## src/sac_pkg.sv

```systemverilog
// sac_pkg: constants and types for the converter sequencer control block
// assumes an 8-bit register port with one-cycle read latency
package sac_pkg;

  // register offsets
  localparam logic [7:0] SAC_ADDR_CTRL   = 8'h38;
  localparam logic [7:0] SAC_ADDR_RESULT = 8'h39;
  localparam logic [7:0] SAC_ADDR_CLKSEL = 8'h3A;

  // control/status field positions
  localparam int SAC_DONE_BIT = 7;
  localparam int SAC_IRQE_BIT = 6;
  localparam int SAC_CONT_BIT = 5;
  localparam int SAC_SEL_LSB  = 0;
  localparam int SAC_SEL_W    = 5;

  // clock select register field positions
  localparam int SAC_DIV_LSB  = 5;
  localparam int SAC_DIV_W    = 3;
  localparam int SAC_SRC_BIT  = 4;

  // reset values and codes
  localparam logic [4:0] SAC_SEL_OFF     = 5'h1F;
  localparam logic [4:0] SAC_SEL_LAST    = 5'h0E;
  localparam logic [2:0] SAC_DIV_RESET   = 3'h0;
  localparam logic       SAC_SRC_RESET   = 1'b0;
  localparam logic [7:0] SAC_RESULT_RST  = 8'h00;

  // a conversion runs 16 full converter periods past its first tick
  localparam logic [4:0] SAC_CONV_TICKS  = 5'h10;
  localparam int         SAC_NUM_CH      = 15;
  localparam int         SAC_CH_W        = 16;

  typedef enum logic [2:0] {
    SAC_IDLE = 3'b001,
    SAC_CONV = 3'b010,
    SAC_DONE = 3'b100
  } sac_state_t;

  // register port request
  typedef struct packed {
    logic [7:0] addr;
    logic [7:0] wdata;
    logic       wr;
    logic       rd;
  } sac_req_t;

  // port pin shared with the converter
  typedef struct packed {
    logic [SAC_CH_W-1:0] out;
    logic [SAC_CH_W-1:0] oe;
  } sac_pin_t;

endpackage : sac_pkg

```

## src/sac_ctrl.sv

```systemverilog
// sac_ctrl: sequencer control for an 8-bit successive-approximation converter
// assumes the analog core supplies an 8-bit sample and the port logic
// hands over its data latches and direction bits for 16 shared pins
//
// Summary of operation
// RULE1: control write starts conversion, finishing after 16 to 17 converter clocks.
// RULE2: result is all ones at high reference, zeros at low, linear.
// RULE3: on completion store result, then set flag or request interrupt.
// RULE4: input select field chooses one of 15 channels for the converter.
// RULE5: selected channel pin is forced to input, overriding port logic.
// RULE6: port data or direction writes do not affect selected pin.
// RULE7: port read of selected pin gives zero if direction zero, else latch.
// RULE8: unselected channel pins stay under general-purpose port control.
// RULE9: continuous mode overwrites result every conversion, read or not.
// RULE10: continuous conversions repeat while continuous bit set, stop when cleared.
// RULE11: in continuous mode flag stays set until control write or result read.
// RULE12: with interrupts off flag is read-only, set at end, cleared by access.
// RULE13: with interrupts on, request interrupt after every conversion.
// RULE14: in light sleep converter runs and its interrupt can wake the cpu.
// RULE15: software powers converter down before light sleep if not needed.
// RULE16: deep sleep aborts conversion; conversions resume after leaving it. Code stays idle until the next control write.
// RULE17: software waits one conversion period after deep sleep before trusting.
// RULE18: software avoids channels twelve and fourteen when used as timer clocks.
// RULE19: codes 0-7 port B, 8-14 port D, all ones off, reset all ones.
// RULE20: prescaler divides by 1,2,4,8, or 16 when top bit set.
// RULE21: source bit picks bus clock (1) or oscillator (0); reset oscillator.
// RULE22: pending interrupt cleared by result read or control write.
// RULE23: control write during conversion restarts with new settings.
`timescale 1ns/1ps
module sac_ctrl
  import sac_pkg::*;
(
  // clock and reset
  input  wire logic                clock_i,
  input  wire logic                reset_i,
  input  wire logic                clk_en_i,
  // register port
  input  wire sac_req_t            req_i,
  output logic [7:0]               rdata_o,
  // clock sources: oscillator tick, bus clock always ticks
  input  wire logic                osc_tick_i,
  // low-power states
  input  wire logic                deep_sleep_i,
  // analog core
  input  wire logic [7:0]          sample_i,
  output logic [SAC_SEL_W-1:0]     selected_analog_input_o,
  output logic                     converter_power_o,
  output logic                     sample_hold_o,
  // port logic: B in bits 7:0, D in bits 14:8
  input  wire logic [SAC_CH_W-1:0] port_latch_i,
  input  wire logic [SAC_CH_W-1:0] port_dir_i,
  input  wire logic [SAC_CH_W-1:0] pin_in_i,
  output sac_pin_t                 pin_o,
  output logic [SAC_CH_W-1:0]      port_read_o,
  // interrupt request to cpu, also a wake source
  output logic                     irq_o
);

  logic [SAC_SEL_W-1:0] input_select_field_reg;
  logic                 completion_irq_enable_reg;
  logic                 continuous_mode_bit_reg;
  logic                 conversion_done_flag_reg;
  logic                 irq_pending_reg;
  logic [2:0]           clock_prescaler_field_reg;
  logic                 converter_clock_source_select_reg;
  logic [7:0]           result_reg;
  logic [7:0]           rdata_reg;
  logic [3:0]           div_cnt_reg;
  logic [4:0]           tick_cnt_reg;
  sac_state_t           state_reg;

  logic ctrl_wr;
  logic result_rd;
  logic powered;
  logic src_tick;
  logic conv_tick;
  logic finish;
  logic [3:0] div_mask;

  assign ctrl_wr   = clk_en_i & req_i.wr & (req_i.addr == SAC_ADDR_CTRL);
  assign result_rd = clk_en_i & req_i.rd & (req_i.addr == SAC_ADDR_RESULT);
  assign powered   = (input_select_field_reg != SAC_SEL_OFF);

  // converter clock source and prescaler
  assign src_tick = converter_clock_source_select_reg ? 1'b1
                                                      : osc_tick_i; // see RULE21

  always_comb
  begin
    case (clock_prescaler_field_reg)
      3'h0:    div_mask = 4'h0;
      3'h1:    div_mask = 4'h1;
      3'h2:    div_mask = 4'h3;
      3'h3:    div_mask = 4'h7;
      default: div_mask = 4'hF; // see RULE20
    endcase
  end

  assign conv_tick = src_tick & ((div_cnt_reg & div_mask) == div_mask);

  always_ff @(posedge clock_i or posedge reset_i)
  begin
    if (reset_i)
      div_cnt_reg <= 4'h0;
    else if (clk_en_i & src_tick)
      div_cnt_reg <= div_cnt_reg + 4'h1; // see RULE20
  end

  // control/status register
  always_ff @(posedge clock_i or posedge reset_i)
  begin
    if (reset_i)
    begin
      input_select_field_reg    <= SAC_SEL_OFF; // see RULE19
      completion_irq_enable_reg <= 1'b0;
      continuous_mode_bit_reg   <= 1'b0;
    end
    else if (ctrl_wr)
    begin
      input_select_field_reg    <= req_i.wdata[SAC_SEL_LSB +: SAC_SEL_W];
      completion_irq_enable_reg <= req_i.wdata[SAC_IRQE_BIT];
      continuous_mode_bit_reg   <= req_i.wdata[SAC_CONT_BIT];
    end
  end

  // clock select register
  always_ff @(posedge clock_i or posedge reset_i)
  begin
    if (reset_i)
    begin
      clock_prescaler_field_reg         <= SAC_DIV_RESET;
      converter_clock_source_select_reg <= SAC_SRC_RESET; // see RULE21
    end
    else if (clk_en_i & req_i.wr & (req_i.addr == SAC_ADDR_CLKSEL))
    begin
      clock_prescaler_field_reg <= req_i.wdata[SAC_DIV_LSB +: SAC_DIV_W];
      converter_clock_source_select_reg <= req_i.wdata[SAC_SRC_BIT];
    end
  end

  // conversion sequencer; the deep sleep input aborts and holds idle
  // the first tick only aligns to the free-running divider, so 16 full
  // converter periods follow it and the run lasts 16 to 17 periods
  assign finish = (state_reg == SAC_CONV) & conv_tick &
                  (tick_cnt_reg == SAC_CONV_TICKS); // see RULE1

  always_ff @(posedge clock_i or posedge reset_i)
  begin
    if (reset_i)
    begin
      state_reg    <= SAC_IDLE;
      tick_cnt_reg <= 5'h00;
    end
    else if (clk_en_i)
    begin
      if (deep_sleep_i)
      begin
        state_reg    <= SAC_IDLE; // see RULE16
        tick_cnt_reg <= 5'h00;
      end
      else if (ctrl_wr)
      begin
        // restart with the new settings unless powering off
        state_reg    <= (req_i.wdata[SAC_SEL_LSB +: SAC_SEL_W] == SAC_SEL_OFF)
                        ? SAC_IDLE : SAC_CONV; // see RULE1, RULE23
        tick_cnt_reg <= 5'h00;
      end
      else
      begin
        case (state_reg)
          SAC_IDLE:
            tick_cnt_reg <= 5'h00;
          SAC_CONV:
            if (!powered)
              state_reg <= SAC_IDLE;
            else if (finish)
            begin
              state_reg    <= SAC_DONE;
              tick_cnt_reg <= 5'h00;
            end
            else if (conv_tick)
              tick_cnt_reg <= tick_cnt_reg + 5'h01;
          SAC_DONE:
            // back to back while continuous bit stays set
            state_reg <= (continuous_mode_bit_reg & powered)
                         ? SAC_CONV : SAC_IDLE; // see RULE10
          default:
            state_reg <= SAC_IDLE;
        endcase
      end
    end
  end

  // result capture: the analog core's code is stored as delivered
  always_ff @(posedge clock_i or posedge reset_i)
  begin
    if (reset_i)
      result_reg <= SAC_RESULT_RST;
    else if (clk_en_i & finish & ~deep_sleep_i & ~ctrl_wr)
      result_reg <= sample_i; // see RULE2, RULE3, RULE9
  end

  // completion flag and interrupt request; a completion beats a clear
  always_ff @(posedge clock_i or posedge reset_i)
  begin
    if (reset_i)
    begin
      conversion_done_flag_reg <= 1'b0;
      irq_pending_reg          <= 1'b0;
    end
    else if (clk_en_i)
    begin
      if (state_reg == SAC_DONE & ~completion_irq_enable_reg)
        conversion_done_flag_reg <= 1'b1; // see RULE3, RULE11, RULE12
      else if (ctrl_wr | result_rd)
        conversion_done_flag_reg <= 1'b0; // see RULE12
      if (state_reg == SAC_DONE & completion_irq_enable_reg)
        irq_pending_reg <= 1'b1; // see RULE13, RULE14
      else if (ctrl_wr | result_rd | ~completion_irq_enable_reg)
        irq_pending_reg <= 1'b0; // see RULE22
    end
  end

  assign irq_o = irq_pending_reg; // see RULE14

  // read port, data one cycle after the strobe
  always_ff @(posedge clock_i or posedge reset_i)
  begin
    if (reset_i)
      rdata_reg <= 8'h00;
    else if (clk_en_i & req_i.rd)
    begin
      case (req_i.addr)
        SAC_ADDR_CTRL:
          rdata_reg <= {conversion_done_flag_reg, completion_irq_enable_reg,
                        continuous_mode_bit_reg, input_select_field_reg};
        SAC_ADDR_RESULT:
          rdata_reg <= result_reg;
        SAC_ADDR_CLKSEL:
          rdata_reg <= {clock_prescaler_field_reg,
                        converter_clock_source_select_reg, 4'h0};
        default:
          rdata_reg <= 8'h00;
      endcase
    end
  end

  assign rdata_o = rdata_reg;

  // analog side
  assign selected_analog_input_o = input_select_field_reg; // see RULE4
  assign converter_power_o       = powered & ~deep_sleep_i; // see RULE16
  assign sample_hold_o           = (state_reg == SAC_CONV);

  // pin sharing, one slice per port pin; pin 15 is not a channel
  genvar g;
  generate
    for (g = 0; g < SAC_CH_W; g++)
    begin : g_pin
      logic taken;
      assign taken = (g < SAC_NUM_CH) &&
                     (input_select_field_reg == 5'(g)); // see RULE4, RULE19
      assign pin_o.oe[g]  = taken ? 1'b0 : port_dir_i[g]; // see RULE5, RULE6
      assign pin_o.out[g] = port_latch_i[g]; // see RULE8
      assign port_read_o[g] = taken
                              ? (port_dir_i[g] & port_latch_i[g]) // see RULE7
                              : (port_dir_i[g] ? port_latch_i[g]
                                               : pin_in_i[g]); // see RULE8
    end
  endgenerate

endmodule : sac_ctrl

```

## config.mk

```make
export PLATFORM = sky130hd
export DESIGN_NAME = sac_ctrl
export DESIGN_NICKNAME = d
export VERILOG_FILES = /design/src/sac_pkg.sv /design/src/sac_ctrl.sv
export SDC_FILE = /design/constraint.sdc
export NUM_CORES = 1
export LEC_CHECK = 0
export ABC_AREA = 1
export BUFFER_PORTS_ARGS = -buffer_cell sky130_fd_sc_hd__buf_2
export CORE_MARGIN = 4
export CORE_UTILIZATION = 50
export CTS_CLUSTER_DIAMETER = 80
export DETAILED_ROUTE_END_ITERATION = 10
export PLACE_DENSITY = 0.91
export SLEW_MARGIN = 20
export SYNTH_ARGS = -nofsm -noshare
export SYNTH_HDL_FRONTEND = slang
export SYNTH_SLANG_ARGS = --single-unit
```

## constraint.sdc

```tcl
create_clock -name clock_i -period 3.9 [get_ports clock_i]
set_input_delay 0.585 -clock clock_i [delete_from_list [all_inputs] [get_ports clock_i]]
set_output_delay 0.585 -clock clock_i [all_outputs]
set_load 0.05 [all_outputs]
```

==> Yosys cells after proc, flatten, opt, wreduce, memory -nomap -nowiden <==
Index checks and enable logic that the tools add are counted.
{ "word_totals": {"reg_bits": 41, "latchBits": 0, "ram_bits": 0, "mem_bits_ro": 0, "in_bits": 79, "output_inout_bits": 64, "mem_count": 0} }
{ "classes": {"add_sub_neg": 2, "multipliers": 0, "div": 0, "n_lt_le_gt_ge": 0, "eq_ne": 31, "n_shift": 0, "mux": 66, "bitwise": 37, "n_reduce_logical": 9} }
{ "op_table": {"columns": ["op", "n"], "rows": [
  ["$mux W1", 51],
  ["$eq A5 B4 Y1 const B", 7],
  ["$and A1 B1 Y1", 31],
  ["$mux W5", 5],
  ["$eq A8 B6 Y1 const B", 3],
  ["$pmux W8 S3", 1],
  ["$eq A5 B3 Y1 const B", 4],
  ["$pmux W4 S4", 1],
  ["$mux W3", 4],
  ["$eq A5 B2 Y1 const B", 2],
  ["$eq A5 B5 Y1 const B", 2],
  ["$pmux W5 S2", 1],
  ["$eq A3 B2 Y1 const B", 3],
  ["$pmux W3 S3", 1],
  ["$eq A3 B1 Y1 const B", 2],
  ["$add A5 B1 Y5 const B", 1],
  ["$eq A5 B1 Y1 const B", 1],
  ["$logic_not A5 Y1", 1],
  ["$ne A5 B2 Y1 const B", 1],
  ["$ne A5 B4 Y1 const B", 1],
  ["$ne A5 B5 Y1 const B", 1],
  ["$add A4 B1 Y4 const B", 1],
  ["$and A4 B4 Y4", 1],
  ["$eq A4 B4 Y1", 1],
  ["other kinds (12)", 18]
]} }

==> Longest topological paths before layout <==
Gate-level depths: netlist of run 1.
{ "depth": {"ltp_word": 12, "ltp_mapped": 11} }

==> Worst setup path before layout of run 1 <==
No wires, ideal clock.
{ "synth_timing": {"path_kind": "reg-to-output", "from": "register input_select_field_reg[1], in the netlist selected_analog_input_o[1]", "to": "output port_read_o[12]", "arrival_ns": 2.192, "required_ns": 3.315, "setup_slack_ns": 1.123, "path_stages_with_launch": 5, "path_buffers": 0, "path_cell_list": "dfstp_2 > inv_1 > nand2_1 > nor2_1 > o31ai_1"} }
{ "synth_via": {"elab_chain_cells": 2} }
{ "synth_lines": {"columns": ["item", "line", "rtl"], "rows": [
  ["start, declared", "sac_ctrl.sv:59", "logic [SAC_SEL_W-1:0] input_select_field_reg;"],
  ["start signal, assigned", "sac_ctrl.sv:120", "input_select_field_reg <= req_i.wdata[SAC_SEL_LSB +: SAC_SEL_W];"],
  ["$eq A5 B4 Y1", "sac_ctrl.sv:262", "(input_select_field_reg == 5'(g));"],
  ["$mux W1", "sac_ctrl.sv:266", "? (port_dir_i[g] & port_latch_i[g])"],
  ["end, declared", "sac_ctrl.sv:54", "output logic [SAC_CH_W-1:0] port_read_o,"]
]} }
Every way passes these cells.

==> Final worst setup path of run 1 <==
{ "layout_timing": {"from": "register input_select_field_reg[0], in the netlist selected_analog_input_o[0]", "to": "output port_read_o[8]"} }
The elaborated chain is that of the path after synthesis.

==> results.py, run 1 <==
metrics = {
    "grt": {
        "grt_max_degree": 42,
        "grt_pass1_vias": 3094,
        "overflow": 0,
        "grt_pass1_wl_um": 13000,
        "grt_antenna_before_repair": 0,
        "gr-usage-all-layers_pct": 24.8,
    },
    "detailed_routing": {
        "wl_um": 8590,
        "drt_first_pass_iters": 4,
        "met1Wirelength_um": 2980,
        "highest_layer": "met4",
        "wl_met3_um": 797,
        "dr_wl_met2_um": 4630,
        "post_drt_wl_per_cell_um": 13.9,
        "avgViaCountPerCell": 5.23,
        "drcViolationCount": 0,
        "vias": 3224,
        "first_iter_violations": 244,
        "drtAntennaViolNets": 0,
    },
    "setup_path": {
        "r2r_cells": 9,
        "cpMaxStageDelayCell": "dfstp_2",
        "slowest_delay_ns": 0.59,
        "worstSetupEndpoint": "port_read_o[8]",
        "critPathLaunchType": "flip-flop",
        "cp_common_cell": "nor2_1",
        "rr_startpoint": "selected_analog_input_o[2]$_DFFE_PP1P_",
        "worstSetupEndpointType": "output port",
        "crit_start": "selected_analog_input_o[0]$_DFFE_PP1P_",
        "critPathKind": "flip-flop to output port",
        "crit_chain": "nor2_1 -> nand2_1 -> nor2_1 -> o21ai_0 -> buf_2",
        "reg2reg_to": "state_reg[2]$_DFFE_PP0P_",
        "path_max_fanout": 6,
        "cp_data_arrival_time_ns": 1.75,
        "r2r_slack_ns": 2.14,
        "required_ns": 3.31,
    },
    "sta": {
        "worst_pin_slew_ns": 0.529,
        "fin_tns_setup_ns": 0,
        "final_hold_viol_count": 0,
        "final.setup_skew_ns": 0.0165,
        "fmax_ghz": 0.429,
        "max_slew_margin_pct": 64.8,
        "rsz0062_at_grt": "false",
        "setup_viol": 0,
        "layout_min_cycle_time_ns": 2.33,
        "post-route-period-util_pct": 59.8,
        "drv_slew": 0,
    },
    "clock_tree": {
        "cts_buffers": 5,
        "clk_latency_ns": 0.31,
        "hold_buffers": 0,
        "cts.reportedPaths.clkPinSlew_ns": 0.10,
        "cts_tree": "done",
        "cts_sinks": 41,
        "cts.path.max_buffers": 2,
        "htreeDepth": 2,
        "postCtsSetupBuffers": 0,
        "ctsResizeCount": 0,
        "root_buffer": "clkbuf_8",
    },
    "run": {
        "maxCapViolCount": 0,
    },
    "die": {
        "core_area_um2": 5240,
        "dieArea_um2": 6830,
        "rows": 26,
        "ios": 143,
        "initial_core_util_pct": 53.2,
        "die_h_um": 82.6,
        "chipWidth_um": 82.6,
    },
    "pwr": {
        "power_leakage_nw": 2.08,
        "powerDensity_nw_per_um2": 324,
        "peakVddDrop_mv": 0.224,
    },
    "synthesis": {
        "ys_seq_elements": 41,
        "synth_edf_count": 0,
        "netlist_instances": 415,
        "ys.flop_type": "dfrtp_1",
        "syn_area_um2": 2780,
        "syn_avg_cell_area_um2": 6.71,
        "ys_async_sr_fraction_pct": 100,
        "ys_warn_count": 0,
        "syn_nets": 497,
        "seq_area_frac_synth_pct": 37.1,
        "synthDistinctLibCells": 29,
    },
    "final_layout": {
        "drive_above_1_share_pct": 33.9,
        "final_nets": 627,
        "syn2layout_area_growth_pct": 26.9,
        "antennaDiodeCount": 0,
        "stdcell_area_um2": 3530,
    },
    "placed_design": {
        "dp_hpwl_um": 6930,
        "portBuffers": 142,
        "gp_congestion": 0.867,
        "placed_area_um2": 3440,
    },
    "hold_path": {
        "hp-class": "primary input to asynchronous set/reset pin",
    },
    "outcome": {
        "run_status": "completed",
    },
}
[synth_stat cells, types with 2 or more instances]
master	n	area share, %
buf_4	18	4.9
dfrtp_1	35	31
dfstp_2	6	5.7
ha_1	3	1.3
inv_1	49	6.6
inv_2	9	1.2
nand2_1	147	20
nand2_2	2	0.45
nand2_4	2	0.81
nand3_1	29	5.2
nand3_2	4	1.4
nand4_1	2	0.45
nor2_1	46	6.2
nor2_2	6	1.3
nor2_4	2	0.81
nor3_1	2	0.36
o211ai_1	4	1.1
o21ai_0	31	5.6
o31ai_1	4	1.1
xnor2_1	3	0.94
xor2_1	3	0.94
[cell families (layout without fill, tap and decap cells)]
family / Yosys count / count (layout) / share of synthesized area, %
buffers and inverters: 79 / 210 / 13.5
xor gates and xnor gates: 6 / 6 / 1.89
and+or+nand+nor: 242 / 242 / 36.9
muxes: 1 / 1 / 0.404
AOI/OAI and AO/OA: 43 / 43 / 8.85
adders and majority gates: 3 / 3 / 1.35
DFF: 41 / 41 / 37.1
[placed cells by master (no fill, tap or decap), drive strengths merged, types with 5 or more instances in the layout]
| cell type | instances |
|---|---|
| nand2 | 151 |
| buf | 143 |
| inv | 61 |
| nor2 | 54 |
| dfrtp | 35 |
| nand3 | 33 |
| o21ai | 31 |
| dfstp | 6 |
| clkbuf | 5 |
[worst min path at each step]
stage,cells past startpoint,slack [ns],endpoint,startpoint
final,3,0.39,rdata_o[7]$_DFFE_PP0P_,reset_i
after detailed placement,2,0.46,result_reg[5]$_DFFE_PP0P_,result_reg[5]$_DFFE_PP0P_
after global placement,2,0.46,result_reg[6]$_DFFE_PP0P_,result_reg[6]$_DFFE_PP0P_
after CTS,3,0.41,rdata_o[5]$_DFFE_PP0P_,reset_i
after floorplan,2,0.44,result_reg[0]$_DFFE_PP0P_,result_reg[0]$_DFFE_PP0P_
after global routing,3,0.44,rdata_o[7]$_DFFE_PP0P_,reset_i
[through the flow]
step	instances	hold slack, ns	utilization (%)	setup WS, ns	power (W)
after floorplan	415	0.442	-	1.12	0.000756
after global placement	608	0.458	65.6	1.93	0.000844
after detailed placement	608	0.459	65.6	1.84	0.000853
after CTS	616	0.413	67.4	1.59	0.00115
after global routing	616	0.435	67.4	1.43	0.00120
final	616	0.391	67.4	1.57	0.00114
[layout make-up]
class | instances | area [um2]
timing repair buffer | 143 | 718
inverter | 59 | 224
sequential | 41 | 1030
tap | 70 | 87.6
fill | 452 | 1710
clock inverter | 3 | 25.0
multi-input combinational | 295 | 1380
clock buffer | 5 | 68.8
[worst max-delay path, delay by kind of cell, from the launching register on]
| kind | cells | cell delay, ns |
|---|---|---|
| AOI/OAI and AO/OA | 1 | 0.19 |
| and+or+nand+nor | 3 | 0.34 |
| DFF | 1 | 0.59 |
| buffers and inverters | 1 | 0.31 |
[where the power goes]
| group | switching, W | internal, W |
|---|---|---|
| Combinational | 0.000253 | 0.000103 |
| Clock | 0.000169 | 0.000131 |
| Sequential | 0.0000285 | 0.000459 |
[per-layer routing]
| layer | vias to the layer above | track usage [%] |
|---|---|---|
| met5 | - | 0 |
| met3 | 17 | 4.45 |
| met4 | 0 | 9.80 |
| met1 | 1509 | 24.9 |
| li1 | 1540 | - |
| met2 | 158 | 49.4 |
(Power assumes the default switching activity.)
==> inputs of run 2 (changes only) <==
--- a/config.mk
+++ b/config.mk
@@ -8,10 +8,10 @@
 export ABC_AREA = 1
 export BUFFER_PORTS_ARGS = -buffer_cell sky130_fd_sc_hd__buf_2
 export CORE_MARGIN = 4
-export CORE_UTILIZATION = 50
+export CORE_UTILIZATION = 46
 export CTS_CLUSTER_DIAMETER = 80
 export DETAILED_ROUTE_END_ITERATION = 10
-export PLACE_DENSITY = 0.91
+export PLACE_DENSITY = 0.85
 export SLEW_MARGIN = 20
 export SYNTH_ARGS = -nofsm -noshare
 export SYNTH_HDL_FRONTEND = slang
==> constraint.sdc (replaced) <==
create_clock -name clock_i -period 2.2 [get_ports clock_i]
set_input_delay 0.33 -clock clock_i [delete_from_list [all_inputs] [get_ports clock_i]]
set_output_delay 0.33 -clock clock_i [all_outputs]
set_load 0.05 [all_outputs]
==> run 2 against run 1 <==
Compared with the run above: setup slack lost 1.4 ns; register-to-register slack lost 1.5 ns; hold slack lost 0.25 ns; global-route usage shrank 3.0 points; final cell count grew 0.97%; critical endpoint is now port_read_o[5]; largest power group unchanged; flip-flop and latch count is the same; clock power grew 100%; design area grew 1.6%; count of clock-buffer cells in the layout is the same; critical path type unchanged; critical path depth is the same.
==> results.py, run 2 (synthesis gave the netlist of run 1 again) <==
metrics = {
    "setup_path": {
        "slowest_delay_ns": 0.57,
        "reg2reg_to": "state_reg[1]$_DFFE_PP0P_",
        "r2r_cells": 9,
        "path_delay_family": "flip-flops",
        "r2r_slack_ns": 0.62,
        "rr_startpoint": "selected_analog_input_o[3]$_DFFE_PP1P_",
        "critPathLaunchType": "flip-flop",
        "cp.depth": 5,
        "crit_chain": "inv_1 -> nand3_1 -> nor2_1 -> o21ai_1 -> buf_2",
        "crit_start": "selected_analog_input_o[4]$_DFFE_PP1P_",
        "crit_buf_inv": 2,
        "worstSetupEndpoint": "port_read_o[5]",
        "required_ns": 1.87,
        "path_max_fanout": 5,
        "critPathKind": "flip-flop to output port",
        "cpMaxStageDelayCell": "dfstp_2",
        "worstSetupEndpointType": "output port",
        "cp_data_arrival_time_ns": 1.75,
    },
    "outcome": {
        "run_status": "completed",
    },
    "grt": {
        "grt_antenna_before_repair": 0,
        "overflow": 0,
        "grt_pass1_vias": 2931,
        "gr-usage-all-layers_pct": 21.8,
        "grt_pass1_wl_um": 13000,
        "grt_max_degree": 42,
    },
    "clock_tree": {
        "cts_tree": "done",
        "cts_buffers": 5,
        "clk_latency_ns": 0.30,
        "postCtsSetupBuffers": 0,
        "cts_sinks": 41,
        "root_buffer": "clkbuf_8",
        "ctsResizeCount": 0,
        "cts.reportedPaths.clkPinSlew_ns": 0.08,
        "htreeDepth": 2,
        "cts.path.max_buffers": 2,
        "hold_buffers": 0,
    },
    "die": {
        "dieArea_um2": 7360,
        "initial_core_util_pct": 47.3,
        "chipWidth_um": 85.8,
        "die_h_um": 85.8,
        "ios": 143,
        "core_area_um2": 5890,
        "rows": 28,
    },
    "sta": {
        "max_slew_margin_pct": 65.9,
        "drv_slew": 0,
        "fin_tns_setup_ns": 0,
        "final.setup_skew_ns": 0.0118,
        "final_hold_viol_count": 0,
        "rsz0062_at_grt": "false",
        "layout_min_cycle_time_ns": 2.08,
        "setup_viol": 0,
        "fmax_ghz": 0.481,
        "finalWorstSetupSlack_ns": 0.121,
        "post-route-period-util_pct": 94.5,
        "worst_pin_slew_ns": 0.512,
    },
    "pwr": {
        "power_leakage_nw": 2.10,
        "switching_share_pct": 36.6,
        "seqPwrFrac_pct": 40.8,
        "powerDensity_nw_per_um2": 589,
        "peakVddDrop_mv": 0.678,
        "pwr-share-comb_pct": 30.3,
        "clkPwrFrac_pct": 28.9,
        "p_int_w": 0.00134,
        "p_switching_w": 0.000773,
    },
    "final_layout": {
        "fin_cells": 622,
        "antennaDiodeCount": 0,
        "syn2layout_area_growth_pct": 28.9,
        "stdcell_area_um2": 3590,
        "final_cell_mix": "nand2_1 (147), buf_2 (142), inv_1 (49), nor2_1 (46), dfrtp_1 (35)",
        "final_nets": 628,
        "post-route-util_pct": 60.9,
        "drive_above_1_share_pct": 34.7,
        "final_common_cell": "nand2_1",
    },
    "detailed_routing": {
        "vias": 3036,
        "post_drt_wl_per_cell_um": 13.1,
        "wl_um": 8120,
        "avgViaCountPerCell": 4.88,
        "first_iter_violations": 144,
        "drt_first_pass_iters": 4,
        "drcViolationCount": 0,
        "drtAntennaViolNets": 0,
    },
    "placed_design": {
        "dp_hpwl_um": 6720,
        "pre_cts_ws_ns": 0.459,
        "placed_cells": 614,
        "placed_area_um2": 3470,
        "portBuffers": 142,
        "gp_congestion": 0.897,
    },
    "run": {
        "maxCapViolCount": 0,
    },
    "hold_path": {
        "hp-class": "primary input to asynchronous set/reset pin",
    },
}
## run 2: worst reg2reg max path, cell delays in order, from the launching register on
cell	delay, ns
dfstp_2	0.56
nand2_1	0.14
nor2_1	0.23
inv_1	0.08
nand2_1	0.08
nor2_1	0.06
nand2_1	0.10
nand2_1	0.09
nand2_1	0.07
nand2_1	0.06
## run 2: worst min-delay path by stage
stage	endpoint	slack, ns	start
floorplan	result_reg[0]$_DFFE_PP0P_	0.44	result_reg[0]$_DFFE_PP0P_
detailed placement	result_reg[3]$_DFFE_PP0P_	0.46	result_reg[3]$_DFFE_PP0P_
global placement	rdata_o[7]$_DFFE_PP0P_	0.46	rdata_o[7]$_DFFE_PP0P_
finish	div_cnt_reg[1]$_DFFE_PP0P_	0.14	reset_i
CTS	rdata_o[7]$_DFFE_PP0P_	0.16	reset_i
global route	rdata_o[7]$_DFFE_PP0P_	0.19	reset_i
## run 2: stage by stage
| step | total power (W) | hold WS [ns] |
|---|---|---|
| 2_1_floorplan | 0.00135 | 0.442 |
| 3_3_place_gp | 0.00150 | 0.459 |
| 3_5_place_dp | 0.00152 | 0.458 |
| 4_1_cts | 0.00213 | 0.160 |
| 5_1_grt | 0.00223 | 0.188 |
| 6_report | 0.00211 | 0.137 |
## run 2: cell type report
type | instances | area (um2)
Clock buffer | 5 | 68.8
Clock inverter | 3 | 46.3
Tap cell | 75 | 93.8
Sequential cell | 41 | 1030
Inverter | 59 | 224
Multi-Input combinational cell | 295 | 1400
Fill cell | 560 | 2300
Timing Repair Buffer | 144 | 726
## run 2: per-layer routing
metal	track usage (%)	part of all wire [%]	routed length (um)	up-vias
met5	0	0	0	-
met3	4.03	6.6	534	11
met1	23.4	38	3080	1391
met2	43.0	54	4390	99
met4	6.04	1.5	121	0
li1	-	-	-	1535
## run 2: power by group through the flow
stage / Clock, W / Combinational [W] / Sequential [W]
final: 0.000610 / 0.000641 / 0.000863
after global routing: 0.000660 / 0.000693 / 0.000873
after CTS: 0.000620 / 0.000644 / 0.000863
after detailed placement: 0 / 0.000641 / 0.000876
after global placement: 0 / 0.000628 / 0.000874
after floorplan: 0 / 0.000448 / 0.000898
==> inputs of run 3 (changes only) <==
--- a/config.mk
+++ b/config.mk
@@ -6,7 +6,7 @@
 export NUM_CORES = 1
 export LEC_CHECK = 0
 export ABC_AREA = 1
-export BUFFER_PORTS_ARGS = -buffer_cell sky130_fd_sc_hd__buf_2
+export BUFFER_PORTS_ARGS = -buffer_cell sky130_fd_sc_hd__buf_4
 export CORE_MARGIN = 4
 export CORE_UTILIZATION = 46
 export CTS_CLUSTER_DIAMETER = 80
==> run 3 against run 2 <==
Compared with the run above: clock power shrank 14%; final cell count is the same; combinational power increased by 12%; first-iteration DRC count is 8.3% lower; design area grew 9.4%; critical path depth did not move; via count rose by 1.7%; count of clock-buffer cells in the layout is 1 higher; largest cell class unchanged.
==> results.py, run 3 (synthesis gave the netlist of run 1 again) <==
metrics = {
    "placed_design": {
        "dp_hpwl_um": 7010,
        "gp_congestion": 0.897,
        "portBuffers": 142,
    },
    "detailed_routing": {
        "drtAntennaViolNets": 0,
        "wl_um": 8430,
        "avgViaCountPerCell": 4.96,
        "met1Wirelength_um": 3100,
        "first_iter_violations": 132,
        "drcViolationCount": 0,
        "dr_wl_met2_um": 4380,
        "wl_met3_um": 658,
        "post_drt_wl_per_cell_um": 13.5,
        "drt_first_pass_iters": 4,
        "vias": 3087,
        "highest_layer": "met4",
    },
    "die": {
        "ios": 143,
        "initial_core_util_pct": 47.3,
        "die_h_um": 85.8,
        "core_area_um2": 5890,
        "chipWidth_um": 85.8,
        "rows": 28,
        "dieArea_um2": 7360,
    },
    "sta": {
        "fin_tns_setup_ns": 0,
        "layout_min_cycle_time_ns": 1.98,
        "final.setup_skew_ns": 0.00666,
        "final_hold_viol_count": 0,
        "drv_slew": 0,
        "holdWs_ns": 0.156,
        "fmax_ghz": 0.506,
        "post-route-period-util_pct": 89.8,
        "max_slew_margin_pct": 65.3,
        "setup_viol": 0,
        "rsz0062_at_grt": "false",
        "worst_pin_slew_ns": 0.521,
    },
    "hold_path": {
        "hp-class": "primary input to asynchronous set/reset pin",
    },
    "grt": {
        "gr-usage-all-layers_pct": 22.8,
        "grt_pass1_vias": 3016,
        "overflow": 0,
        "grt_antenna_before_repair": 0,
        "grt_max_degree": 42,
        "grt_pass1_wl_um": 13500,
    },
    "final_layout": {
        "drive_above_1_share_pct": 34.7,
        "final_cell_mix": "nand2_1 (147), buf_4 (144), inv_1 (49), nor2_1 (46), dfrtp_1 (35)",
        "final_nets": 628,
        "syn2layout_area_growth_pct": 40.9,
        "final_common_cell": "nand2_1",
        "antennaDiodeCount": 0,
    },
    "setup_path": {
        "path_max_fanout": 6,
        "critPathKind": "flip-flop to output port",
        "critPathLaunchType": "flip-flop",
        "cp_data_arrival_time_ns": 1.65,
        "worstSetupEndpointType": "output port",
        "required_ns": 1.87,
    },
    "clock_tree": {
        "clk_latency_ns": 0.29,
        "cts_tree": "done",
        "cts_buffers": 5,
        "root_buffer": "clkbuf_8",
        "htreeDepth": 2,
        "ctsResizeCount": 0,
        "cts_sinks": 41,
        "cts.path.max_buffers": 2,
        "cts.reportedPaths.clkPinSlew_ns": 0.08,
        "hold_buffers": 0,
        "postCtsSetupBuffers": 0,
    },
    "run": {
        "maxCapViolCount": 0,
    },
    "pwr": {
        "powerDensity_nw_per_um2": 537,
        "peakVddDrop_mv": 0.483,
        "power_leakage_nw": 2.21,
    },
    "outcome": {
        "run_status": "completed",
    },
}
==> run 3: per-stage QoR <==
step	cells	instance area [um2]	worst slack [ns]	utilization (%)	power (W)
2_1_floorplan	415	2800	0.103	-	0.00135
3_3_place_gp	614	3830	0.560	65.0	0.00158
3_5_place_dp	614	3830	0.538	65.0	0.00160
4_1_cts	622	3920	0.212	66.7	0.00212
5_1_grt	622	3920	0.109	66.7	0.00222
6_report	622	3920	0.223	66.7	0.00211
==> run 3: area by class of cell <==
| class | instances | area, um2 |
|---|---|---|
| Multi-Input combinational cell | 295 | 1400 |
| Tap cell | 75 | 93.8 |
| Inverter | 59 | 224 |
| Sequential cell | 41 | 1030 |
| Clock inverter | 2 | 13.8 |
| Clock buffer | 6 | 82.6 |
| Timing Repair Buffer | 144 | 1080 |
| Fill cell | 553 | 1960 |
==> run 3: final timing paths <==
kind	start	endpoint	slack (ns)	cells past startpoint
worst max-delay path	selected_analog_input_o[0]$_DFFE_PP1P_	port_read_o[2]	0.22	5
max in group asynchronous	reset_i	selected_analog_input_o[3]$_DFFE_PP1P_	1.67	3
worst max register to register	selected_analog_input_o[3]$_DFFE_PP1P_	state_reg[1]$_DFFE_PP0P_	0.57	9
min in group clock_i	req_i[9]	clock_prescaler_field_reg[2]$_DFFE_PP0P_	0.26	3
worst min register to register	result_reg[5]$_DFFE_PP0P_	result_reg[5]$_DFFE_PP0P_	0.48	2
worst min-delay path	reset_i	div_cnt_reg[1]$_DFFE_PP0P_	0.16	3
==> run 3: per-layer routing <==
metal | GRT usage, % | up-vias
met1 | 24.0 | 1415
met4 | 9.50 | 0
li1 | - | 1536
met5 | 0 | -
met2 | 43.1 | 113
met3 | 5.48 | 23
==> run 3: power by group <==
part           internal, W  switching (W)  total, W
Combinational     0.000263       0.000456  0.000719
Clock             0.000254       0.000268  0.000523
Sequential        0.000814      0.0000518  0.000866
Total              0.00133       0.000776   0.00211
==> run 3: critical path, stage by stage (launching register included) <==
cell and delay (ns):
dfstp_2 0.60, nor2_1 0.08, nand2_1 0.18, nor2_1 0.08, o31ai_2 0.18, buf_4 0.23
